$ cat src/rtl/swr_pkg.sv
// Package for the single-wire sensor readout block: timing, states, carriers.
// Assumes a 20 MHz system clock and one open-drain line with external pull-up.
package swr_pkg;

  // ----------------------------------------------------------------------
  // Clock and line timing
  // ----------------------------------------------------------------------
  localparam int CLK_HZ        = 20_000_000;
  localparam int CYC_PER_US    = CLK_HZ / 1_000_000;
  localparam int RESP_DLY_US   = 30;   // Pause after host releases line
  localparam int ACK_LO_US     = 80;
  localparam int ACK_HI_US     = 80;
  localparam int BIT_LO_US     = 50;
  localparam int ZERO_HI_US    = 27;   // Inside the 26 to 28 us window
  localparam int ONE_HI_US     = 70;
  localparam int END_LO_US     = 50;
  localparam int RESP_DLY_CYC  = RESP_DLY_US * CYC_PER_US;
  localparam int ACK_LO_CYC    = ACK_LO_US * CYC_PER_US;
  localparam int ACK_HI_CYC    = ACK_HI_US * CYC_PER_US;
  localparam int BIT_LO_CYC    = BIT_LO_US * CYC_PER_US;
  localparam int ZERO_HI_CYC   = ZERO_HI_US * CYC_PER_US;
  localparam int ONE_HI_CYC    = ONE_HI_US * CYC_PER_US;
  localparam int END_LO_CYC    = END_LO_US * CYC_PER_US;
  localparam int CNT_W         = 11;
  localparam int FRAME_BITS    = 40;
  localparam int BITN_W        = 6;
  localparam int FIFO_DEPTH    = 4;

  // Reset values
  localparam logic [31:0] MEAS_RST = 32'h0000_0000;

  // ----------------------------------------------------------------------
  // Carriers and states
  // ----------------------------------------------------------------------
  typedef struct packed {
    logic [7:0] hum_int;
    logic [7:0] hum_frac;
    logic [7:0] temp_int;
    logic [7:0] temp_frac;
  } swr_meas_t;

  typedef enum logic [8:0] {
    ST_IDLE   = 9'h001,
    ST_WAIT_H = 9'h002,
    ST_DELAY  = 9'h004,
    ST_ACK_LO = 9'h008,
    ST_ACK_HI = 9'h010,
    ST_BIT_LO = 9'h020,
    ST_BIT_HI = 9'h040,
    ST_END_LO = 9'h080,
    ST_LOAD   = 9'h100
  } swr_state_t;

endpackage

$ cat src/rtl/swr_sensor.sv
// Sensor end of a single-wire readout link, plus its measurement FIFO.
// Assumes the line input is synchronous to clock_i and the pull-up idles it high.
// Notes on behaviour
// - Idle pin released; watch host low, await its end, pause, then drive.
// - Acknowledge by driving the line low for 80 us.
// - Then release line high for 80 us before data.
// - Exactly 40 data bits follow the acknowledge.
// - Zero bit: 50 us low, then 26 to 28 us high.
// - One bit: 50 us low, then 70 us high.
// - After last bit, 50 us low, then release the line.
// - After each transfer take a new measurement if the FIFO holds one (else keep the old), then idle again.
// - Send MSB first: hum int, hum frac, temp int, temp frac, checksum.
`timescale 1ns/100ps

// --------------------------------------------------------------------------
// Measurement FIFO
// --------------------------------------------------------------------------
module swr_fifo #(
  parameter int WIDTH = 32,
  parameter int DEPTH = swr_pkg::FIFO_DEPTH
) (
  input  wire logic             clock_i,
  input  wire logic             sys_rst_i,
  input  wire logic [WIDTH-1:0] in_data_i,
  input  wire logic             in_valid_i,
  output logic                  in_ready_o,
  output logic [WIDTH-1:0]      out_data_o,
  output logic                  out_valid_o,
  input  wire logic             out_ready_i
);
  localparam int AW = (DEPTH > 1) ? $clog2(DEPTH) : 1;

  // Refuse shapes the pointer logic cannot serve
  if (DEPTH < 2 || (DEPTH & (DEPTH - 1)) != 0 || WIDTH < 1) begin : g_chk
    $error("swr_fifo: DEPTH must be a power of two >= 2");
  end

  typedef struct packed {
    logic [DEPTH-1:0][WIDTH-1:0] mem;
    logic [AW-1:0]               wp;
    logic [AW-1:0]               rp;
    logic [AW:0]                 cnt;
    logic                        full;
  } swr_fifo_st_t;

  swr_fifo_st_t st_r;
  swr_fifo_st_t st_nxt;
  logic         push;
  logic         pop;

  assign push        = in_valid_i && !st_r.full;
  assign pop         = out_ready_i && (st_r.cnt != '0);
  assign in_ready_o  = !st_r.full;
  assign out_valid_o = (st_r.cnt != '0);
  assign out_data_o  = st_r.mem[st_r.rp];

  // Pointer and count update
  always_comb begin
    st_nxt = st_r;
    if (push) begin
      st_nxt.mem[st_r.wp] = in_data_i;
      st_nxt.wp           = st_r.wp + 1'b1;
    end
    if (pop) begin
      st_nxt.rp = st_r.rp + 1'b1;
    end
    if (push && !pop) begin
      st_nxt.cnt = st_r.cnt + 1'b1;
    end else if (pop && !push) begin
      st_nxt.cnt = st_r.cnt - 1'b1;
    end
    st_nxt.full = (st_nxt.cnt == (AW + 1)'(DEPTH));
  end

  // State register
  always_ff @(posedge clock_i) begin
    if (sys_rst_i) begin
      st_r <= '0;
    end else begin
      st_r <= st_nxt;
    end
  end
endmodule

// --------------------------------------------------------------------------
// Sensor link engine
// --------------------------------------------------------------------------
module swr_sensor #(
  parameter int FIFO_DEPTH = swr_pkg::FIFO_DEPTH
) (
  input  wire logic              clock_i,
  input  wire logic              sys_rst_i,
  input  wire logic              line_i,
  output logic                   line_o,
  output logic                   line_oe_o,
  input  wire swr_pkg::swr_meas_t meas_i,
  input  wire logic              meas_valid_i,
  output logic                   meas_ready_o,
  output logic                   busy_o,
  output logic                   done_o
);
  typedef struct packed {
    swr_pkg::swr_state_t          state;
    logic [swr_pkg::CNT_W-1:0]    cnt;
    logic [swr_pkg::BITN_W-1:0]   bitn;
    logic [swr_pkg::FRAME_BITS-1:0] shift;
    swr_pkg::swr_meas_t           held;
    logic                         oe;
    logic                         busy;
    logic                         done;
    logic                         in_rdy;
  } swr_top_st_t;

  swr_top_st_t        st_r;
  swr_top_st_t        st_nxt;
  swr_pkg::swr_meas_t f_data;
  logic               f_valid;
  logic               f_ready;
  logic               f_in_ready;

  // Cycle count to load for a phase
  function automatic logic [swr_pkg::CNT_W-1:0] ld(input int cyc);
    ld = swr_pkg::CNT_W'(cyc - 1);
  endfunction

  // Checksum over the four data bytes
  function automatic logic [7:0] csum(input swr_pkg::swr_meas_t m);
    csum = 8'(m.hum_int + m.hum_frac + m.temp_int + m.temp_frac);
  endfunction

  // True when a phase of cyc clocks loads into the phase counter
  function automatic bit fits(input int cyc);
    fits = (cyc >= 1) && (cyc <= (1 << swr_pkg::CNT_W));
  endfunction

  // ------------------------------------------------------------------------
  // Elaboration checks
  // ------------------------------------------------------------------------
  // Every phase must load into the phase counter, none may be empty
  if (!fits(swr_pkg::RESP_DLY_CYC) || !fits(swr_pkg::ACK_LO_CYC) ||
      !fits(swr_pkg::ACK_HI_CYC) || !fits(swr_pkg::BIT_LO_CYC) ||
      !fits(swr_pkg::ZERO_HI_CYC) || !fits(swr_pkg::ONE_HI_CYC) ||
      !fits(swr_pkg::END_LO_CYC)) begin : g_cnt_chk
    $error("swr_sensor: phase length does not fit the phase counter");
  end
  // Bit counter must reach the last bit of the frame
  if (swr_pkg::FRAME_BITS < 1 ||
      swr_pkg::FRAME_BITS > (1 << swr_pkg::BITN_W)) begin : g_bitn_chk
    $error("swr_sensor: bit counter too narrow for the frame");
  end
  // FIFO pointers need a power-of-two depth of at least two
  if (FIFO_DEPTH < 2 || (FIFO_DEPTH & (FIFO_DEPTH - 1)) != 0) begin : g_depth_chk
    $error("swr_sensor: FIFO_DEPTH must be a power of two >= 2");
  end

  swr_fifo #(
    .WIDTH ($bits(swr_pkg::swr_meas_t)),
    .DEPTH (FIFO_DEPTH)
  ) u_fifo (
    .clock_i     (clock_i),
    .sys_rst_i   (sys_rst_i),
    .in_data_i   (meas_i),
    .in_valid_i  (meas_valid_i),
    .in_ready_o  (f_in_ready),
    .out_data_o  (f_data),
    .out_valid_o (f_valid),
    .out_ready_i (f_ready)
  );

  // FIFO drained only at the end-of-transfer load
  assign f_ready      = (st_r.state == swr_pkg::ST_LOAD);
  assign line_o       = 1'b0;
  assign line_oe_o    = st_r.oe;
  assign busy_o       = st_r.busy;
  assign done_o       = st_r.done;
  assign meas_ready_o = st_r.in_rdy;

  // Link sequencer
  always_comb begin
    st_nxt        = st_r;
    st_nxt.done   = 1'b0;
    st_nxt.in_rdy = f_in_ready;
    case (st_r.state)
      // Idle: pin released, any host low opens a transfer
      swr_pkg::ST_IDLE: begin
        st_nxt.oe   = 1'b0;
        st_nxt.busy = 1'b0;
        if (!line_i) begin
          st_nxt.state = swr_pkg::ST_WAIT_H;
          st_nxt.busy  = 1'b1;
        end
      end
      // Wait for the host to release the line
      swr_pkg::ST_WAIT_H: begin
        if (line_i) begin
          st_nxt.state = swr_pkg::ST_DELAY;
          st_nxt.cnt   = ld(swr_pkg::RESP_DLY_CYC);
        end
      end
      // Reply pause, then load the frame and pull low
      swr_pkg::ST_DELAY: begin
        if (st_r.cnt == '0) begin
          st_nxt.state = swr_pkg::ST_ACK_LO;
          st_nxt.cnt   = ld(swr_pkg::ACK_LO_CYC);
          st_nxt.oe    = 1'b1;
          st_nxt.shift = {st_r.held, csum(st_r.held)};
        end else begin
          st_nxt.cnt = st_r.cnt - 1'b1;
        end
      end
      // Acknowledge low, then release for the high half
      swr_pkg::ST_ACK_LO: begin
        if (st_r.cnt == '0) begin
          st_nxt.state = swr_pkg::ST_ACK_HI;
          st_nxt.cnt   = ld(swr_pkg::ACK_HI_CYC);
          st_nxt.oe    = 1'b0;
        end else begin
          st_nxt.cnt = st_r.cnt - 1'b1;
        end
      end
      // Acknowledge high, then first bit low
      swr_pkg::ST_ACK_HI: begin
        if (st_r.cnt == '0) begin
          st_nxt.state = swr_pkg::ST_BIT_LO;
          st_nxt.cnt   = ld(swr_pkg::BIT_LO_CYC);
          st_nxt.bitn  = '0;
          st_nxt.oe    = 1'b1;
        end else begin
          st_nxt.cnt = st_r.cnt - 1'b1;
        end
      end
      // Bit low, then high length picked from the current bit
      swr_pkg::ST_BIT_LO: begin
        if (st_r.cnt == '0) begin
          st_nxt.state = swr_pkg::ST_BIT_HI;
          st_nxt.oe    = 1'b0;
          if (st_r.shift[swr_pkg::FRAME_BITS-1]) begin
            st_nxt.cnt = ld(swr_pkg::ONE_HI_CYC);
          end else begin
            st_nxt.cnt = ld(swr_pkg::ZERO_HI_CYC);
          end
        end else begin
          st_nxt.cnt = st_r.cnt - 1'b1;
        end
      end
      // Bit high, then next bit low or the end low
      swr_pkg::ST_BIT_HI: begin
        if (st_r.cnt == '0) begin
          st_nxt.shift = {st_r.shift[swr_pkg::FRAME_BITS-2:0], 1'b0};
          st_nxt.bitn  = st_r.bitn + 1'b1;
          st_nxt.oe    = 1'b1;
          if (st_r.bitn == swr_pkg::BITN_W'(swr_pkg::FRAME_BITS - 1)) begin
            st_nxt.state = swr_pkg::ST_END_LO;
            st_nxt.cnt   = ld(swr_pkg::END_LO_CYC);
          end else begin
            st_nxt.state = swr_pkg::ST_BIT_LO;
            st_nxt.cnt   = ld(swr_pkg::BIT_LO_CYC);
          end
        end else begin
          st_nxt.cnt = st_r.cnt - 1'b1;
        end
      end
      // End low, then release the line for good
      swr_pkg::ST_END_LO: begin
        if (st_r.cnt == '0) begin
          st_nxt.state = swr_pkg::ST_LOAD;
          st_nxt.oe    = 1'b0;
        end else begin
          st_nxt.cnt = st_r.cnt - 1'b1;
        end
      end
      // Report the end and take the next measurement
      swr_pkg::ST_LOAD: begin
        // Fresh measurement for next read, old one kept if none waits
        if (f_valid) begin
          st_nxt.held = f_data;
        end
        st_nxt.done  = 1'b1;
        st_nxt.busy  = 1'b0;
        st_nxt.state = swr_pkg::ST_IDLE;
      end
      // Unused codes fall back to idle with the pin released
      default: begin
        st_nxt.state = swr_pkg::ST_IDLE;
        st_nxt.oe    = 1'b0;
      end
    endcase
  end

  // State register
  always_ff @(posedge clock_i) begin
    if (sys_rst_i) begin
      st_r       <= '0;
      st_r.state <= swr_pkg::ST_IDLE;
      st_r.held  <= swr_pkg::MEAS_RST;
    end else begin
      st_r <= st_nxt;
    end
  end
endmodule
$ cat config.mk
export PLATFORM = sky130hd
export DESIGN_NAME = swr_sensor
export DESIGN_NICKNAME = d
export VERILOG_FILES = /design/src/rtl/swr_pkg.sv /design/src/rtl/swr_sensor.sv
export SDC_FILE = /design/constraint.sdc
export NUM_CORES = 1
export LEC_CHECK = 0
export BUFFER_PORTS_ARGS = -buffer_cell sky130_fd_sc_hd__buf_2
export CAP_MARGIN = 5
export CORE_MARGIN = 10
export CORE_UTILIZATION = 30
export DETAILED_ROUTE_END_ITERATION = 6
export HOLD_SLACK_MARGIN = 0.1
export PLACE_DENSITY = 0.41
export RECOVER_POWER = 25
export SKIP_CTS_REPAIR_TIMING = 1
export SLEW_MARGIN = 10
export SYNTH_ARGS = -nofsm -noshare
export SYNTH_HDL_FRONTEND = slang
export SYNTH_HIERARCHICAL = 1
export SYNTH_SLANG_ARGS = --single-unit
export TNS_END_PERCENT = 100
$ cat constraint.sdc
create_clock -name clock_i -period 9.2 [get_ports clock_i]
set_clock_uncertainty 0.15 [all_clocks]
set_input_delay 0.46 -clock clock_i [delete_from_list [all_inputs] [get_ports clock_i]]
set_output_delay 0.46 -clock clock_i [all_outputs]
set_load 0.02 [all_outputs]
# Word-level counts from Yosys, hierarchy flattened
# Cells that the tools add are included.
dict set report totals {
  register_bits 238
  latch_bits 0
  mem_bits_rw 0
  romBits 0
  input_bits 36
  out_inout_bits 5
  wordCells 114
  memories 0
}
dict set report op_classes {
  add_sub_neg 9
  multipliers 0
  div_mod_pow 0
  magnitude_cmp 3
  eq_ne 22
  shift 0
  mux 35
  n_bitwise 1
  n_reduce_logical 24
}
# cell count
set ops {}
lappend ops {{128-bit bitwise mux} 1}
lappend ops {{40-bit one-hot mux with 2 select lines} 1}
lappend ops {{9-bit one-hot mux with 8 select lines} 1}
lappend ops {{11-bit 2-to-1 mux} 6}
lappend ops {{11-bit one-hot mux with 6 select lines} 1}
lappend ops {{32-bit binary-select mux with 2-bit select} 1}
lappend ops {{32-bit demux with 2-bit select} 1}
lappend ops {{32-bit 2-to-1 mux} 2}
lappend ops {{9-bit 2-to-1 mux} 7}
lappend ops {{46-bit 2-to-1 mux} 1}
lappend ops {{40-bit 2-to-1 mux} 1}
lappend ops {{8-bit adder} 3}
lappend ops {{20-bit 2-to-1 mux} 1}
lappend ops {{19-bit 2-to-1 mux} 1}
lappend ops {{2-bit inequality test (second input constant)} 9}
lappend ops {{6-bit one-hot mux with 2 select lines} 1}
lappend ops {{3-bit AND reduction} 4}
lappend ops {{11-bit logical NOT} 1}
lappend ops {{11-bit by 1-bit subtractor with 11-bit output (second input constant)} 1}
lappend ops {{9-bit by 1-bit == test with 1-bit output (second input constant)} 1}
lappend ops {{9-bit by 2-bit == test with 1-bit output (second input constant)} 1}
lappend ops {{9-bit by 3-bit == test with 1-bit output (second input constant)} 1}
lappend ops {{9-bit by 4-bit == test with 1-bit output (second input constant)} 1}
lappend ops {{9-bit by 5-bit == test with 1-bit output (second input constant)} 1}
lappend ops {{28 further kinds} 45}

# Depth between registers and ports, before layout
dict set report logic_depth {
  word_depth 7
  ltp_mapped 13
  depth_no_buf 13
}

# Modules after synthesis
# Netlist, hierarchy kept.
# module instances cells_per_inst area_each_um2
set by_module_without_submodules {}
lappend by_module_without_submodules {swr_fifo 1 660 5635.4}
lappend by_module_without_submodules {swr_sensor 1 692 5392.7}

# Least setup slack after synthesis
# Ideal clock, no wire load.
dict set report synth_path {
  path_kind {register -> register}
  startpoint {reg, netlist name st_r[98]}
  endpoint {reg u_fifo/st_r[0] (netlist name)}
  setup_ns 0.075
  t_arrival_ns 2.932
  path_slack_ns 6.043
  path_stages_with_launch 9
  n_path_buf 1
  synth_period_minus_slack_ns 3.157
  path_cell_list {dfxtp_1 > buf_6 > or4_4 > nand2b_1 > nor4b_1 > inv_1 > o211a_2 > or4b_4 > a22oi_2}
}
# element line
set synth_rtl {}
lappend synth_rtl {{end signal, assigned} swr_sensor.sv:80} ;# st_r <= st_nxt;
lappend synth_rtl {{end, declared} swr_sensor.sv:46} ;# swr_fifo_st_t st_r;

==> run_results.csv <==
group,metric,value,unit
timing,setup_ws,4.68,ns
layout,final_layout_size_suffix_gt1_frac,0.102,
layout,n_fill_cell,3859,
synthesis,syn_area,11000,um2
run_status,violations,"max-capacitance violations, max-slew violations",
layout,num-nets-final,1436,
critical_path,cp.required,9.44,ns
detailed_routing,vias_per_cell,4.89,
critical_path,cp.arrival,4.76,ns
synthesis,synth-async-reset-ratio,0,
placement,portBuffers,39,
layout,seq_area,4770,um2
clocking,insertion_delay,0.58,ns
grt,grt_usage,0.138,
critical_path,cpPeakStageDelay,2.59,ns
timing,fmax,221,MHz
detailed_routing,wl_per_cell,16.9,um
synthesis,avgSynthCellArea,8.16,um2
critical_path,start_kind,"primary input",
synthesis,ys_ff_latch,238,
timing,tns,0,ns
floorplan,start_util,0.303,
timing,worst_pin_slew,3.63,ns
clocking,clockBufferDepth,3,
synthesis,yosysTopAreaCellShare,0.432,
synthesis,synth_nets,1419,
layout,area_delta_synth_final,15.7,%
synthesis,yosysTopAreaCell,"dfxtp_1",
grt,use_met2,0.226,
clocking,clock-sinks,238,
synthesis,ys_top_cells_by_area,"dfxtp_1 43%, nand2_1 14%, a21oi_1 8.6%",
grt,grt_max_degree,84,
critical_path,crit_fanout,83,
power_and_ir_drop,power,2.37,mW
power_and_ir_drop,p_leak,4.26,nW
placement,placed_cell_area,11500,um2
synthesis,synthSimpleGateAreaFrac,0.224,
detailed_routing,drt_first_pass_iters,5,
synthesis,synth_fa_ha_area_frac,0.0447,
floorplan,coreArea,36400,um2
timing,hold_viol_final,0,
synthesis,yosysWarningCount,6,
critical_path,path_class,"in2reg",
timing,rsz0062_at_grt,"false",
synthesis,synth_top_family_by_area,"simple AND/OR/NAND/NOR gates",
synthesis,synth_edf_count,0,
placement,pre_cts_slack,5.88,ns
critical_path,cp_slowest_cell,"clkbuf_1",
floorplan,io_pins,41,
floorplan,core.rowCount,70,
clocking,clock-root-buffer,"clkbuf_16",
clocking,cts-buffers-inserted,29,
layout,multiInputGateArea,5660,um2
timing,setup_violations,0,
clocking,path_clk_slew,0.06,ns
placement,place_inst,1773,
clocking,cts-htree-levels,1,
worst_hold_path,hold_path.class,"in2reg",
timing,slew_viol_final,172,
grt,globalRouteOverflowTotal,0,
synthesis,synth_compound_area_frac,0.160,
detailed_routing,vias,9088,
run_status,status,"finished with violations",
grt,use_met3,0.0225,
critical_path,crit_chain,"buf_6 > clkbuf_1 > buf_4 > a311oi_1",
grt,grt_busiest_layer,"met2",
timing,fin_crit,4.52,ns
timing,relSlewSlack,-1.42,
synthesis,synth_seq_area_share,0.432,
layout,stdcell_count,1857,
synthesis,synth_xor_area_frac,0.0159,
power_and_ir_drop,vdd_drop_max,145,uV
synthesis,syn_inst,1352,
synthesis,muxShareOfSynthArea,0.0673,
detailed_routing,postRouteAntennaNets,0,
floorplan,die_w,212,um
clocking,tritoncts,"yes",
synthesis,ys_types,71,
power_and_ir_drop,powerDensity,185,nW/um2
floorplan,die_h,212,um
grt,antenna_found_initial,0,
detailed_routing,routed_wl,31400,um
layout,diodes,0,
floorplan,dieArea,44800,um2
grt,grt_pass1_vias,8765,
detailed_routing,drt_iter0_markers,670,
grt,use_met1,0.186,
layout,design_area,12800,um2
grt,grt_pass1_wl,49800,um
critical_path,cp-end-kind,"flip-flop",
placement,gp_congestion,0.745,
timing,post-route-period-util,0.492,
detailed_routing,drc,0,
placement,hpwlAfterDp,18900,um
synthesis,synthFlopType,"dfxtp_1",
run,maxCapViolations,4,
worst max-delay path, delay by kind of cell:
kind            cells  cell delay, ns
buf+inv             3            4.09
compound gates      1            0.10
cells in the mapped netlist, types with 2 or more instances:
master,n
a211oi_1,3
a21o_1,3
a21oi_1,189
a221oi_1,5
a22oi_1,4
a311oi_1,35
a31oi_1,4
a32oi_1,2
and2_1,9
and3_1,3
buf_2,25
buf_6,2
clkbuf_1,74
dfxtp_1,238
fa_1,14
ha_1,17
inv_1,47
mux4_2,32
nand2_1,415
nand2b_1,8
nand3_1,9
nand4_1,3
nor2_1,79
nor2b_1,6
nor3_1,21
nor3b_1,4
nor4_1,2
nor4b_1,3
o211ai_1,2
o21a_1,3
o21ai_0,21
o22ai_1,2
or2_2,2
or3_1,8
or4_1,4
xnor2_1,11
xor2_1,9
power by group:
group          total (mW)  internal (mW)  switching (mW)
combinational       0.179         0.0653           0.114
sequential           1.08           1.06          0.0171
clock                1.11          0.659           0.452
per-stage QoR:
step	hold WS, ns	utilization
after detailed placement	0.295	0.316
after floorplan	0.283	-
after global routing	0.180	0.350
after CTS	-0.0488	0.342
final	0.177	0.350
after global placement	0.290	0.316
placed cells by master (no fill, tap or decap), drive strengths merged, types with 2 or more instances in the layout:
cell / count
nand2: 415
dfxtp: 238
a21oi: 190
nor2: 79
clkbuf: 54
inv: 49
buf: 48
a311oi: 35
dlygate4sd3: 33
mux4: 32
o21ai: 22
nor3: 22
ha: 17
fa: 14
xnor2: 11
nand3: 9
xor2: 9
and2: 9
nand2b: 8
or3: 8
nor2b: 7
a221oi: 5
or4: 5
a31oi: 5
a22oi: 5
nor3b: 4
nor4b: 3
nand4: 3
a21o: 3
and3: 3
o21a: 3
a211oi: 3
clkinv: 3
nor4: 3
or2: 2
a32oi: 2
o211ai: 2
o22ai: 2
and4: 2
a2111oi: 2
layer usage:
layer / share of wire / up-vias
met1: 0.49 / 4324
met3: 0.029 / 34
met2: 0.46 / 115
met5: 0 / -
li1: - / 4615
met4: 0.016 / 0
worst paths after layout:
| path | depth (start not counted) | from | slack (ns) | endpoint |
|---|---|---|---|---|
| max | 4 | sys_rst_i | 4.68 | st_r[47]$_SDFFE_PP0P_ |
| min | 4 | meas_valid_i | 0.18 | u_fifo/st_r[7]$_SDFFE_PP0P_ |
| max reg2reg | 13 | st_r[5]$_SDFFE_PP0P_ | 5.85 | st_r[43]$_SDFFE_PP0P_ |
| min reg2reg | 2 | u_fifo/st_r[77]$_SDFFE_PP0P_ | 0.30 | u_fifo/st_r[77]$_SDFFE_PP0P_ |
kinds of logic (layout without fill, tap and decap cells):
| kind of cell | after synthesis | count (layout) |
|---|---|---|
| AOI/OAI and AO/OA | 292 | 292 |
| DFF | 238 | 238 |
| muxes | 34 | 34 |
| and+or+nand+nor | 586 | 586 |
| adders and majority gates | 31 | 31 |
| other | 1 | 1 |
| xor gates and xnor gates | 20 | 20 |
| buffers and inverters | 150 | 187 |
state kept, by name (all words and copies together) (netlist names):
name          cells
u_fifo/st_r     136
done_o            1
meas_ready_o      1
line_oe_o         1
st_r             98
busy_o            1
area by class of cell:
type | instances | share of cell area
tap | 468 | 0.0459
multi-input combinational | 964 | 0.444
timing repair buffer | 88 | 0.0498
clock buffer | 47 | 0.0700
sequential | 238 | 0.374
clock inverter | 4 | 0.00275
inverter | 48 | 0.0141
Note: power is estimated with default switching activity, not from simulation.
